$ cat src/pkg/dpc_pkg.sv
// constants and types shared by the dual programmable counter design
// assumes a 250 MHz system clock and a 32-bit avalon-mm register bus
package dpc_pkg;

    ////////////////////////////////////////////////////////////////////////////
    // clock rates and dividers
    localparam int SYS_CLK_HZ    = 250_000_000;
    localparam int INT_CLK_HZ    = 1_000_000;
    localparam int INT_CLK_DIV   = SYS_CLK_HZ / INT_CLK_HZ;
    localparam int INSTR_CLK_DIV = 8;

    ////////////////////////////////////////////////////////////////////////////
    // register indices; the byte address is four times the index
    localparam logic [5:0] IDX_GLOBAL_EN  = 6'h07;
    localparam logic [5:0] IDX_TIMING_HI  = 6'h08;
    localparam logic [5:0] IDX_TIMING_LO  = 6'h09;
    localparam logic [5:0] IDX_RELOAD_HI  = 6'h0A;
    localparam logic [5:0] IDX_RELOAD_LO  = 6'h0B;
    localparam logic [5:0] IDX_CONTROL    = 6'h0C;
    localparam logic [5:0] IDX_IRQ_FLAGS2 = 6'h16;
    localparam logic [5:0] IDX_IRQ_ENS2   = 6'h17;
    localparam logic [5:0] IDX_EVT_STATUS = 6'h18;
    localparam logic [5:0] IDX_EVT_CLEAR  = 6'h19;
    localparam logic [5:0] IDX_EVT_ENABLE = 6'h1A;

    ////////////////////////////////////////////////////////////////////////////
    // field positions
    localparam int CTL_RUN_BIT   = 7;
    localparam int CTL_MODE_BIT  = 6;
    localparam int CTL_SRC_HI    = 5;
    localparam int CTL_SRC_LO    = 4;
    localparam int CTL_INV_BIT   = 3;
    localparam int CTL_FREQ_BIT  = 2;
    localparam int CTL_OVSRC_BIT = 1;
    localparam int GIE_BIT       = 7;
    localparam int CT_IRQ_BIT    = 2;

    // sticky event bits
    localparam int EVT_COUNTER   = 0;
    localparam int EVT_PULSE_END = 1;
    localparam int EVT_FREQ_END  = 2;
    localparam int EVT_RELOAD_OV = 3;
    localparam int EVT_W         = 4;

    ////////////////////////////////////////////////////////////////////////////
    // values after reset and the counter maximum
    localparam logic [7:0]  CTL_RESET   = 8'h00;
    localparam logic [7:0]  BYTE_RESET  = 8'h00;
    localparam logic [15:0] COUNT_RESET = 16'h0000;
    localparam logic [15:0] COUNT_MAX   = 16'hFFFF;
    localparam logic [EVT_W-1:0] EVT_RESET = 4'h0;

    typedef enum logic [1:0] {
        SRC_INTERNAL,
        SRC_INSTR,
        SRC_EXTERNAL,
        SRC_MEASURED
    } dpc_src_t;

    typedef enum logic [1:0] {
        MODE_COUNT,
        MODE_PULSE,
        MODE_FREQ,
        MODE_NONE
    } dpc_mode_t;

endpackage

$ cat src/hdl/dpc_counter.sv
// dual 16-bit programmable counter with avalon-mm register slave
// assumes a single 250 MHz clock; both pins are asynchronous inputs

////////////////////////////////////////////////////////////////////////////////
// Behaviour
// - mode from mode-select and frequency bits
// - two-bit field picks the counting clock
// - invert bit inverts the measured input
// - overflow-source zero: timing counter overflow interrupts
// - counter irq needs its enable and global
// - reload value loads timing counter, reloaded on overflow
// - run bit starts; clearing it stops counting
// - pulse falling edge stops, clears run, interrupts
// - pulse overflow while high interrupts, keeps counting
// - stopped pulse count held for software read
// - frequency overflow interrupts and clears run
// - frequency result left in reload counter
module dpc_counter
    import dpc_pkg::*;
#(
    parameter int INSTR_DIV = INSTR_CLK_DIV
)
(
    input  wire logic        sys_clk,
    input  wire logic        rst,
    input  wire logic [7:0]  avm_address,
    input  wire logic        avm_read,
    input  wire logic        avm_write,
    input  wire logic [31:0] avm_writedata,
    input  wire logic [3:0]  avm_byteenable,
    output logic      [31:0] avm_readdata,
    output logic             avm_waitrequest,
    input  wire logic        measured_input_pin,
    input  wire logic        external_crystal_clock,
    output logic             irq,
    output logic             counter_irq
);

    ////////////////////////////////////////////////////////////////////////////
    // decode helpers

    function automatic logic reg_sel(input logic [7:0] addr, input logic [5:0] idx);
        return (addr[1:0] == 2'b00) && (addr[7:2] == idx);
    endfunction

    function automatic dpc_mode_t mode_of(input logic mode_bit, input logic freq_bit);
        dpc_mode_t m;
        m = MODE_NONE;
        unique case ({mode_bit, freq_bit})
            2'b00: m = MODE_COUNT;
            2'b10: m = MODE_PULSE;
            2'b01: m = MODE_FREQ;
            2'b11: m = MODE_NONE;
        endcase
        return m;
    endfunction

    ////////////////////////////////////////////////////////////////////////////
    // state

    logic [7:0]       ctl_reg;
    logic [15:0]      timing_reg;
    logic [15:0]      reload_reg;
    logic             gie_reg;
    logic             ct_flag_reg;
    logic             ct_en_reg;
    logic [EVT_W-1:0] evt_status_reg;
    logic [EVT_W-1:0] evt_enable_reg;
    logic             wait_reg;
    logic [31:0]      rdata_reg;
    logic             irq_reg;
    logic             ct_irq_reg;

    logic             int_tick;
    logic             instr_tick;
    logic             meas_level;
    logic             meas_rise;
    logic             meas_fall;
    logic             eck_rise;

    ////////////////////////////////////////////////////////////////////////////
    // clock enables and pin conditioning

    dpc_rate_div #(
        .DIV (INT_CLK_DIV)
    ) u_int_div (
        .sys_clk (sys_clk),
        .rst     (rst),
        .tick    (int_tick)
    );

    dpc_rate_div #(
        .DIV (INSTR_DIV)
    ) u_instr_div (
        .sys_clk (sys_clk),
        .rst     (rst),
        .tick    (instr_tick)
    );

    dpc_pin_sync u_meas_sync (
        .sys_clk   (sys_clk),
        .rst       (rst),
        .pin_async (measured_input_pin),
        .invert    (ctl_reg[CTL_INV_BIT]),
        .level     (meas_level),
        .rise      (meas_rise),
        .fall      (meas_fall)
    );

    dpc_pin_sync u_eck_sync (
        .sys_clk   (sys_clk),
        .rst       (rst),
        .pin_async (external_crystal_clock),
        .invert    (1'b0),
        .level     (),
        .rise      (eck_rise),
        .fall      ()
    );

    ////////////////////////////////////////////////////////////////////////////
    // bus decode

    logic       wr_acc;
    logic [7:0] wbyte;
    logic       wr_ctl;
    logic       wr_rel_hi;
    logic       wr_rel_lo;
    logic       wr_gie;
    logic       wr_flags2;
    logic       wr_ens2;
    logic       wr_evt_clr;
    logic       wr_evt_en;

    // a write lands only at the edge where waitrequest is seen low
    assign wr_acc     = avm_write & ~wait_reg & avm_byteenable[0];
    assign wbyte      = avm_writedata[7:0];
    assign wr_ctl     = wr_acc & reg_sel(avm_address, IDX_CONTROL);
    assign wr_rel_hi  = wr_acc & reg_sel(avm_address, IDX_RELOAD_HI);
    assign wr_rel_lo  = wr_acc & reg_sel(avm_address, IDX_RELOAD_LO);
    assign wr_gie     = wr_acc & reg_sel(avm_address, IDX_GLOBAL_EN);
    assign wr_flags2  = wr_acc & reg_sel(avm_address, IDX_IRQ_FLAGS2);
    assign wr_ens2    = wr_acc & reg_sel(avm_address, IDX_IRQ_ENS2);
    assign wr_evt_clr = wr_acc & reg_sel(avm_address, IDX_EVT_CLEAR);
    assign wr_evt_en  = wr_acc & reg_sel(avm_address, IDX_EVT_ENABLE);

    ////////////////////////////////////////////////////////////////////////////
    // mode, clock selection and counting conditions

    dpc_mode_t mode;
    dpc_src_t  src;
    logic      run;
    logic      count_tick;
    logic      a_adv;
    logic      a_ovf;
    logic      b_adv;
    logic      b_ovf;
    logic      pulse_end;
    logic      freq_end;
    logic      freq_start;
    logic      ct_event;
    logic [15:0] reload_next;

    assign mode = mode_of(ctl_reg[CTL_MODE_BIT], ctl_reg[CTL_FREQ_BIT]);
    assign src  = dpc_src_t'(ctl_reg[CTL_SRC_HI:CTL_SRC_LO]);
    assign run  = ctl_reg[CTL_RUN_BIT];

    always_comb
    begin
        count_tick = 1'b0;
        unique case (src)
            SRC_MEASURED: count_tick = meas_rise;
            SRC_EXTERNAL: count_tick = eck_rise;
            SRC_INSTR:    count_tick = instr_tick;
            SRC_INTERNAL: count_tick = int_tick;
        endcase
    end

    // the invalid mode never counts
    always_comb
    begin
        a_adv = 1'b0;
        unique case (mode)
            MODE_COUNT: a_adv = run & count_tick;
            MODE_PULSE: a_adv = run & count_tick & meas_level;
            MODE_FREQ:  a_adv = run & count_tick;
            MODE_NONE:  a_adv = 1'b0;
        endcase
    end

    assign a_ovf     = a_adv & (timing_reg == COUNT_MAX);
    assign pulse_end = run & (mode == MODE_PULSE) & meas_fall;
    assign freq_end  = (mode == MODE_FREQ) & a_ovf;
    assign b_adv     = run & (mode == MODE_FREQ) & meas_rise;
    assign b_ovf     = b_adv & (reload_reg == COUNT_MAX);

    // a fresh start of a frequency run clears the edge count
    assign freq_start = wr_ctl & ~run & wbyte[CTL_RUN_BIT] & wbyte[CTL_FREQ_BIT]
                      & ~wbyte[CTL_MODE_BIT];

    // overflow source picks which counter raises the counter interrupt
    assign ct_event = pulse_end | (ctl_reg[CTL_OVSRC_BIT] ? b_ovf : a_ovf);

    assign reload_next = {wr_rel_hi ? wbyte : reload_reg[15:8],
                          wr_rel_lo ? wbyte : reload_reg[7:0]};

    ////////////////////////////////////////////////////////////////////////////
    // control register

    always_ff @(posedge sys_clk)
    begin
        if (rst)
            ctl_reg <= CTL_RESET;
        else if (pulse_end || freq_end)
            ctl_reg <= (wr_ctl ? {wbyte[7:1], 1'b0} : ctl_reg)
                       & ~(8'h01 << CTL_RUN_BIT);
        else if (wr_ctl)
            ctl_reg <= {wbyte[7:1], 1'b0};
    end

    ////////////////////////////////////////////////////////////////////////////
    // timing counter

    always_ff @(posedge sys_clk)
    begin
        if (rst)
            timing_reg <= COUNT_RESET;
        else if (wr_rel_hi || wr_rel_lo)
            timing_reg <= reload_next;
        else if (pulse_end)
            timing_reg <= timing_reg;
        else if (a_ovf)
            timing_reg <= reload_reg;
        else if (a_adv)
            timing_reg <= timing_reg + 16'h0001;
    end

    ////////////////////////////////////////////////////////////////////////////
    // reload counter

    // in frequency mode it holds the edge count once the gate closes
    always_ff @(posedge sys_clk)
    begin
        if (rst)
            reload_reg <= COUNT_RESET;
        else if (wr_rel_hi || wr_rel_lo)
            reload_reg <= reload_next;
        else if (freq_start)
            reload_reg <= COUNT_RESET;
        else if (b_adv)
            reload_reg <= reload_reg + 16'h0001;
    end

    ////////////////////////////////////////////////////////////////////////////
    // counter interrupt flag and enables

    always_ff @(posedge sys_clk)
    begin
        if (rst)
        begin
            gie_reg   <= 1'b0;
            ct_en_reg <= 1'b0;
        end
        else
        begin
            if (wr_gie)
                gie_reg <= wbyte[GIE_BIT];
            if (wr_ens2)
                ct_en_reg <= wbyte[CT_IRQ_BIT];
        end
    end

    // a hardware set in the same cycle as a software clear wins
    always_ff @(posedge sys_clk)
    begin
        if (rst)
            ct_flag_reg <= 1'b0;
        else if (ct_event)
            ct_flag_reg <= 1'b1;
        else if (wr_flags2)
            ct_flag_reg <= wbyte[CT_IRQ_BIT];
    end

    always_ff @(posedge sys_clk)
    begin
        if (rst)
            ct_irq_reg <= 1'b0;
        else
            ct_irq_reg <= ct_flag_reg & ct_en_reg & gie_reg;
    end

    ////////////////////////////////////////////////////////////////////////////
    // sticky event status, clear and enable

    logic [EVT_W-1:0] evt_set;
    logic [EVT_W-1:0] evt_next;

    always_comb
    begin
        evt_set                = '0;
        evt_set[EVT_COUNTER]   = ct_event;
        evt_set[EVT_PULSE_END] = pulse_end;
        evt_set[EVT_FREQ_END]  = freq_end;
        evt_set[EVT_RELOAD_OV] = b_ovf;
        evt_next = (evt_status_reg & ~(wr_evt_clr ? wbyte[EVT_W-1:0] : EVT_RESET))
                 | evt_set;
    end

    always_ff @(posedge sys_clk)
    begin
        if (rst)
            evt_status_reg <= EVT_RESET;
        else
            evt_status_reg <= evt_next;
    end

    always_ff @(posedge sys_clk)
    begin
        if (rst)
            evt_enable_reg <= EVT_RESET;
        else if (wr_evt_en)
            evt_enable_reg <= wbyte[EVT_W-1:0];
    end

    always_ff @(posedge sys_clk)
    begin
        if (rst)
            irq_reg <= 1'b0;
        else
            irq_reg <= |(evt_next & evt_enable_reg);
    end

    ////////////////////////////////////////////////////////////////////////////
    // bus handshake and read data

    logic [7:0] rbyte;

    always_comb
    begin
        rbyte = BYTE_RESET;
        if (avm_address[1:0] == 2'b00)
        begin
            unique case (avm_address[7:2])
                IDX_GLOBAL_EN:  rbyte = {gie_reg, 7'h00};
                IDX_TIMING_HI:  rbyte = timing_reg[15:8];
                IDX_TIMING_LO:  rbyte = timing_reg[7:0];
                IDX_RELOAD_HI:  rbyte = reload_reg[15:8];
                IDX_RELOAD_LO:  rbyte = reload_reg[7:0];
                IDX_CONTROL:    rbyte = ctl_reg;
                IDX_IRQ_FLAGS2: rbyte = {5'h00, ct_flag_reg, 2'h0};
                IDX_IRQ_ENS2:   rbyte = {5'h00, ct_en_reg, 2'h0};
                IDX_EVT_STATUS: rbyte = {4'h0, evt_status_reg};
                IDX_EVT_ENABLE: rbyte = {4'h0, evt_enable_reg};
                default:        rbyte = BYTE_RESET;
            endcase
        end
    end

    // fixed one-cycle wait: every access completes on its second edge
    always_ff @(posedge sys_clk)
    begin
        if (rst)
            wait_reg <= 1'b1;
        else if (wait_reg && (avm_read || avm_write))
            wait_reg <= 1'b0;
        else
            wait_reg <= 1'b1;
    end

    always_ff @(posedge sys_clk)
    begin
        if (rst)
            rdata_reg <= 32'h00000000;
        else if (wait_reg && avm_read)
            rdata_reg <= {24'h000000, rbyte};
    end

    assign avm_waitrequest = wait_reg;
    assign avm_readdata    = rdata_reg;
    assign irq             = irq_reg;
    assign counter_irq     = ct_irq_reg;

endmodule

$ cat src/hdl/dpc_pin_sync.sv
// two-flop synchroniser for a pin, with optional inversion and edge pulses
// assumes the pin is asynchronous to sys_clk
module dpc_pin_sync
    import dpc_pkg::*;
(
    input  wire logic sys_clk,
    input  wire logic rst,
    input  wire logic pin_async,
    input  wire logic invert,
    output logic      level,
    output logic      rise,
    output logic      fall
);

    logic meta_reg;
    logic sync_reg;
    logic level_reg;
    logic prev_reg;

    // changing invert toggles level and gives one false edge
    always_ff @(posedge sys_clk)
    begin
        if (rst)
        begin
            meta_reg  <= 1'b0;
            sync_reg  <= 1'b0;
            level_reg <= 1'b0;
            prev_reg  <= 1'b0;
        end
        else
        begin
            meta_reg  <= pin_async;
            sync_reg  <= meta_reg;
            level_reg <= sync_reg ^ invert;
            prev_reg  <= level_reg;
        end
    end

    assign level = level_reg;
    assign rise  = level_reg & ~prev_reg;
    assign fall  = ~level_reg & prev_reg;

endmodule

$ cat src/hdl/dpc_rate_div.sv
// divider giving a one-cycle enable pulse every DIV system clocks
// assumes DIV is at least 2
module dpc_rate_div
    import dpc_pkg::*;
#(
    parameter int DIV = INT_CLK_DIV
)
(
    input  wire logic sys_clk,
    input  wire logic rst,
    output logic      tick
);

    localparam int CW = $clog2(DIV);

    logic [CW-1:0] count_reg;
    logic          tick_reg;

    always_ff @(posedge sys_clk)
    begin
        if (rst)
        begin
            count_reg <= '0;
            tick_reg  <= 1'b0;
        end
        else if (count_reg == CW'(DIV - 1))
        begin
            count_reg <= '0;
            tick_reg  <= 1'b1;
        end
        else
        begin
            count_reg <= count_reg + 1'b1;
            tick_reg  <= 1'b0;
        end
    end

    assign tick = tick_reg;

endmodule

$ cat config.mk
export PLATFORM = sky130hd
export DESIGN_NAME = dpc_counter
export DESIGN_NICKNAME = d
export VERILOG_FILES = /design/src/pkg/dpc_pkg.sv /design/src/hdl/dpc_counter.sv /design/src/hdl/dpc_pin_sync.sv /design/src/hdl/dpc_rate_div.sv
export SDC_FILE = /design/constraint.sdc
export NUM_CORES = 1
export LEC_CHECK = 0
export ABC_AREA = 1
export BUFFER_PORTS_ARGS = -buffer_cell sky130_fd_sc_hd__buf_2
export CELL_PAD_IN_SITES_DETAIL_PLACEMENT = 0
export CELL_PAD_IN_SITES_GLOBAL_PLACEMENT = 1
export CORE_UTILIZATION = 26
export CTS_CLUSTER_DIAMETER = 100
export CTS_CLUSTER_SIZE = 20
export DETAILED_ROUTE_END_ITERATION = 7
export GPL_ROUTABILITY_DRIVEN = 0
export MAX_ROUTING_LAYER = met4
export PLACE_DENSITY = 0.6
export SYNTH_ARGS = -nofsm -noshare
export SYNTH_HDL_FRONTEND = slang
export SYNTH_SLANG_ARGS = --single-unit
$ cat constraint.sdc
create_clock -name sys_clk -period 4.97 [get_ports sys_clk]
set_clock_uncertainty 0.05 [all_clocks]
set_input_delay 0.2485 -clock sys_clk [delete_from_list [all_inputs] [get_ports sys_clk]]
set_output_delay 0.2485 -clock sys_clk [all_outputs]
set_load 0.005 [all_outputs]
==> results of run 1 <==
-- power by group through the flow --
stage	sequential (W)	combinational [W]	clock, W
after detailed placement	0.000684	0.0000715	0
final	0.000668	0.0000712	0.000780
after floorplan	0.000683	0.0000542	0
after global routing	0.000669	0.0000817	0.000822
after CTS	0.000668	0.0000718	0.000803
after global placement	0.000683	0.0000719	0
-- cells by family after synthesis --
family	after synthesis	share of synthesized area (%)
other cells	1	0.07182
fa+ha+maj	6	1.438
xor+xnor	16	2.684
flops	82	31.44
simple gates	426	36.28
buf+inv	135	12.53
compound gates	158	15.55
-- metrics by stage --
step                area [sq um]  util, %  setup slack [ps]  instances  hold slack [ps]
finish                      5831    29.76              2249       1118            36.38
global route                5831    29.76              2046       1118            45.93
CTS                         5831    29.76              2298       1118            31.41
detailed placement          5499    28.07              2214       1102            346.1
global placement            5499    28.07              2249       1102            342.1
floorplan                   5308        -              3291        847            305.5
-- per-layer routing --
metal	vias to the layer above	wire length [microns]	global-route usage (%)
met1	2401	8443	24.26
met4	0	275	5.711
met5	-	0	-
li1	2666	-	-
met2	91	8111	29.25
met3	16	573	2.399
-- Yosys cell counts (3+ instances only) --
cell type,n
xor2_1,11
ha_1,6
buf_2,3
o21ai_1,25
clkbuf_1,8
nand2_1,189
nor2_2,7
buf_6,6
o21ai_0,65
a21oi_1,60
xnor2_1,5
dfxtp_1,82
nor2_1,133
nand4_1,19
nand3_1,39
buf_4,26
inv_2,6
inv_1,85
nand2_2,6
nor2_4,6
nor3_1,13
-- area by class of cell --
type | count | area [sq um] | area share, %
timing repair buffer | 34 | 172.7 | 2.961
inverter | 91 | 341.6 | 5.858
clock buffer | 9 | 225.2 | 3.863
multi-input combinational | 630 | 3012 | 51.65
sequential | 82 | 1642 | 28.15
clock inverter | 7 | 106.4 | 1.824
tap | 265 | 331.6 | 5.687
-- worst max-delay path by stage --
stage,from,end
floorplan,timing_reg[0],timing_reg[15]
global placement,avm_address[1],timing_reg[11]
detailed placement,avm_address[1],timing_reg[11]
CTS,avm_waitrequest,timing_reg[11]
global route,avm_waitrequest,timing_reg[11]
finish,avm_waitrequest,timing_reg[11]
-- worst min-delay path, cell delays in order --
cell and delay (ps):
buf_2 70, inv_1 30, nor2_1 60
==> results.py, run 1 <==
metrics = {
    "outcome": {
        "status": "finished, final reports clean",
    },
    "synthesis": {
        "netlist_area_sq_um": 5221,
        "async_flop_share_pct": 0,
        "ys_seq_elements": 82,
        "syn_avg_cell_area_sq_um": 6.336,
        "yosysWarnings": 0,
        "synth_top_area_share_pct": 31.44,
        "synthFlopType": "dfxtp_1",
        "netlist_top_cells_area": "dfxtp_1, nand2_1, nor2_1",
        "synth-edff-count": 0,
        "syn_inst": 824,
        "synth_cell_types": 41,
        "yosysTopAreaCell": "dfxtp_1",
        "yosysSeqAreaShare_pct": 31.44,
    },
    "timing": {
        "min_period_ps": 2721,
        "drv_slew": 0,
        "final-setup-viol-count": 0,
        "slew_headroom_pct": 50.24,
        "rsz0062_at_grt": "false",
        "worstMarginPinSlew_ps": 743.7,
        "hold_violations": 0,
        "fin_crit_sh_pct": 54.75,
        "max_freq_mhz": 367.5,
        "tns_ps": 0,
    },
    "drt": {
        "drcViolationCount": 0,
        "ant_nets": 0,
        "firstDrtPassIters": 5,
        "vias": 5174,
        "vias_per_cell": 4.628,
        "routedWlPerCell_microns": 15.57,
        "wirelength_microns": 17400,
        "drt_iter0_markers": 288,
    },
    "critical_path": {
        "max_stage_delay_ps": 350,
        "worstPathArrival_ps": 2910,
        "ff2ff_setup_slack_ps": 2250,
        "cp_slowest_cell": "dfxtp_1",
        "critical_path.cell_chain": "inv_1 -> nand3_1 -> nor2_2 -> nand2_2 -> nand2_2 -> inv_2 -> nand2_4 -> inv_2 -> a21oi_1 -> a21oi_1",
        "required_ps": 5160,
        "r2r-start": "avm_waitrequest",
        "cp_top_family": "simple AND/OR/NAND/NOR gates",
        "start_kind": "register",
        "reg2reg_to": "timing_reg[11]",
        "crit_type": "reg -> reg",
        "critPathMaxFanout": 24,
        "cp_num_cells": 10,
        "crit_path_end_kind": "register",
        "rr_worst_depth": 10,
        "crit_buf_inv": 3,
    },
    "floorplanning": {
        "fp.coreArea_sq_um": 19590,
        "start_util_pct": 26.65,
        "die-area_sq_um": 20650,
        "die-width_microns": 143.7,
        "die_y_microns": 143.7,
        "io_pins": 85,
        "num_rows": 51,
    },
    "cells_and_area": {
        "nNetsFinal": 904,
        "mostFrequentLayoutCell": "nand2_1",
        "drive_gt1_share_pct": 9.730,
        "fillerInstances": 2234,
        "diodes": 0,
        "syn2layout_area_growth_pct": 11.67,
        "final_cell_mix": "nand2_1, nor2_1, inv_1",
    },
    "power_and_ir_drop": {
        "power_frac_seq_pct": 44.0,
        "pwr_density_cell_nw_per_um2": 260.5,
        "p_leak_nw": 2.391,
        "power_w": 0.001519,
        "p_switching_w": 0.0003855,
        "swShare_pct": 25.38,
        "irDropWorstVdd_mv": 0.1532,
        "combPwrFrac_pct": 4.7,
        "p_int_w": 0.001134,
        "p_clk_share_pct": 51.3,
    },
    "clocking": {
        "clockBufferDepth": 2,
        "cts_max_level": 3,
        "cts_root_buf": "clkbuf_16",
        "cts_tree": "built",
        "ctsHoldBuffers": 0,
        "cts_buffers": 9,
        "cts_resized": 0,
        "clkTransAtPathRegs_ps": 70,
        "numClockSinks": 82,
        "clock_latency_ps": 360,
        "cts_setup_buffers": 0,
    },
    "worst_hold_path": {
        "hp-class": "in -> reg",
        "hold_start": "external_crystal_clock",
        "whs_endpoint": "u_eck_sync.meta_reg",
        "hold_depth": 3,
    },
    "placed_design": {
        "portBuffers": 33,
        "dp_hpwl_microns": 13200,
    },
    "grt": {
        "grt_max_degree": 46,
        "overflow": 0,
        "grt.total_usage_pct": 18.44,
        "grt_pass1_wl_microns": 27490,
        "grt_antenna_before_repair": 0,
        "grt_pass1_vias": 4866,
    },
    "job": {
        "drv_cap": 0,
    },
}
Note: power is estimated with default switching activity, not from simulation.
==> run 2, diff against run 1 <==
--- a/config.mk
+++ b/config.mk
@@ -15,7 +15,7 @@
 export DETAILED_ROUTE_END_ITERATION = 7
 export GPL_ROUTABILITY_DRIVEN = 0
 export MAX_ROUTING_LAYER = met4
-export PLACE_DENSITY = 0.6
+export PLACE_DENSITY = 0.62
 export SYNTH_ARGS = -nofsm -noshare
 export SYNTH_HDL_FRONTEND = slang
 export SYNTH_SLANG_ARGS = --single-unit
==> constraint.sdc (replaced) <==
create_clock -name sys_clk -period 2.2 [get_ports sys_clk]
set_clock_uncertainty 0.05 [all_clocks]
set_input_delay 0.11 -clock sys_clk [delete_from_list [all_inputs] [get_ports sys_clk]]
set_output_delay 0.11 -clock sys_clk [all_outputs]
set_load 0.005 [all_outputs]
==> results.py, run 2 (synthesis gave the netlist of run 1 again) <==
metrics = {
    "outcome": {
        "status": "finished, final reports clean",
    },
    "clocking": {
        "numClockSinks": 82,
        "cts_max_level": 3,
        "clkTransAtPathRegs_ps": 70,
        "cts_tree": "built",
        "cts_buffers": 9,
        "cts_root_buf": "clkbuf_16",
        "clock_latency_ps": 360,
        "cts_setup_buffers": 0,
        "clockBufferDepth": 2,
    },
    "timing": {
        "fin_crit_sh_pct": 88.18,
        "final-setup-viol-count": 0,
        "rsz0062_at_grt": "false",
        "max_freq_mhz": 515.5,
        "tns_ps": 0,
        "min_period_ps": 1940,
        "drv_slew": 0,
        "hold_violations": 0,
    },
    "cells_and_area": {
        "final_cell_mix": "nand2_1, nor2_1, inv_1",
        "nNetsFinal": 942,
        "mostFrequentLayoutCell": "nand2_1",
        "drive_gt1_share_pct": 13.13,
        "syn2layout_area_growth_pct": 16.70,
        "diodes": 0,
        "finalCoreUtilization_pct": 31.10,
    },
    "drt": {
        "vias_per_cell": 4.538,
        "drt_iter0_markers": 349,
        "routedWlPerCell_microns": 15.18,
        "drcViolationCount": 0,
        "wirelength_microns": 17550,
        "ant_nets": 0,
        "vias": 5246,
        "firstDrtPassIters": 5,
    },
    "floorplanning": {
        "io_pins": 85,
        "die-width_microns": 143.7,
        "fp.coreArea_sq_um": 19590,
        "die_y_microns": 143.7,
        "die-area_sq_um": 20650,
        "start_util_pct": 26.65,
        "num_rows": 51,
    },
    "power_and_ir_drop": {
        "swShare_pct": 26.02,
        "p_switching_w": 0.0008314,
        "p_clk_share_pct": 47.3,
        "power_frac_seq_pct": 47.2,
        "irDropWorstVdd_mv": 0.3288,
        "pwr_density_cell_nw_per_um2": 524.3,
        "p_leak_nw": 2.567,
        "combPwrFrac_pct": 5.5,
        "p_int_w": 0.002363,
    },
    "critical_path": {
        "ff2ff_setup_slack_ps": 260,
        "critical_path.cell_chain": "ha_1 -> nand2_2 -> nor2_2 -> nand2_2 -> nor2_8 -> buf_4 -> nand4_1 -> nand2_1 -> nand2_1 -> nor2_1 -> nor2_1 -> nand2_1",
        "required_ps": 2450,
        "r2r-start": "timing_reg[0]",
        "startpoint": "timing_reg[0]",
        "critPathMaxFanout": 7,
        "crit_type": "reg -> reg",
        "max_stage_delay_ps": 380,
        "worstPathArrival_ps": 2190,
        "crit_path_end_kind": "register",
        "crit_top_cell": "nand2_1",
        "start_kind": "register",
        "cp_slowest_cell": "dfxtp_1",
    },
    "grt": {
        "grt_pass1_wl_microns": 27800,
        "grt_max_degree": 26,
        "grt_pass1_vias": 4968,
        "grt_antenna_before_repair": 0,
        "grt.total_usage_pct": 18.65,
        "overflow": 0,
    },
    "worst_hold_path": {
        "hp-class": "in -> reg",
        "hold_start": "avm_writedata[6]",
    },
    "job": {
        "drv_cap": 0,
    },
    "placed_design": {
        "portBuffers": 33,
        "dp_hpwl_microns": 13740,
    },
}
-- run 2: path summary, 6_finish.rpt --
check	depth (start not counted)	endpoint
setup reg to reg	12	irq
setup / recovery	12	irq
hold / removal	3	ctl_reg[6]
hold reg to reg	2	u_eck_sync.sync_reg
-- run 2: critical path: cells and delay by family (launching register included) --
kind,cells,cell delay [ps]
flip-flops,1,380
adder cells (fa/ha/maj),1,210
buffers and inverters,1,160
AND/OR/NAND/NOR,10,1090
-- run 2: metal layers --
layer  global-route usage, %  share of wire (%)  wire length, microns
met1                   24.53                 49                  8526
met5                       -                  0                     0
met3                   2.099                2.8                   486
met4                   6.887                2.0                   350
met2                   29.36                 47                  8190
-- run 2: final cells by class --
| cell class | instances | area (sq um) |
|---|---|---|
| timing repair buffer | 72 | 480.5 |
| clock inverter | 6 | 47.55 |
| inverter | 91 | 341.6 |
| tap | 265 | 331.6 |
| multi-input combinational | 630 | 3012 |
| fill | 2234 | 13500 |
| sequential | 82 | 1642 |
| clock buffer | 10 | 239.0 |
-- run 2: repair_timing --
item / 4_1_cts / 5_1_grt
gates resized for setup: 0 / 0
endpoints found under the hold margin: 3 / 0
hold buffers: 4 / 0
-- run 2: stage by stage --
step / cell area (sq um) / power, W / worst slack, ps / cells / hold slack [ps]
2_1_floorplan: 5308 / 0.001665 / 520.6 / 847 / 167.0
3_3_place_gp: 5767 / 0.001714 / 301.7 / 1136 / 267.6
3_5_place_dp: 5767 / 0.001713 / 293.8 / 1136 / 270.3
4_1_cts: 6093 / 0.003239 / 274.6 / 1156 / 17.15
5_1_grt: 6093 / 0.003318 / 99.53 / 1156 / 39.01
6_report: 6093 / 0.003195 / 260.1 / 1156 / 35.77
-- run 2: power by group through the flow --
stage	Clock, W	Sequential, W	Combinational, W
final	0.00151	0.00151	0.000176
after global routing	0.00161	0.00151	0.000197
after CTS	0.00155	0.00151	0.000176
after detailed placement	0	0.00154	0.000170
after global placement	0	0.00154	0.000171
after floorplan	0	0.00154	0.000123
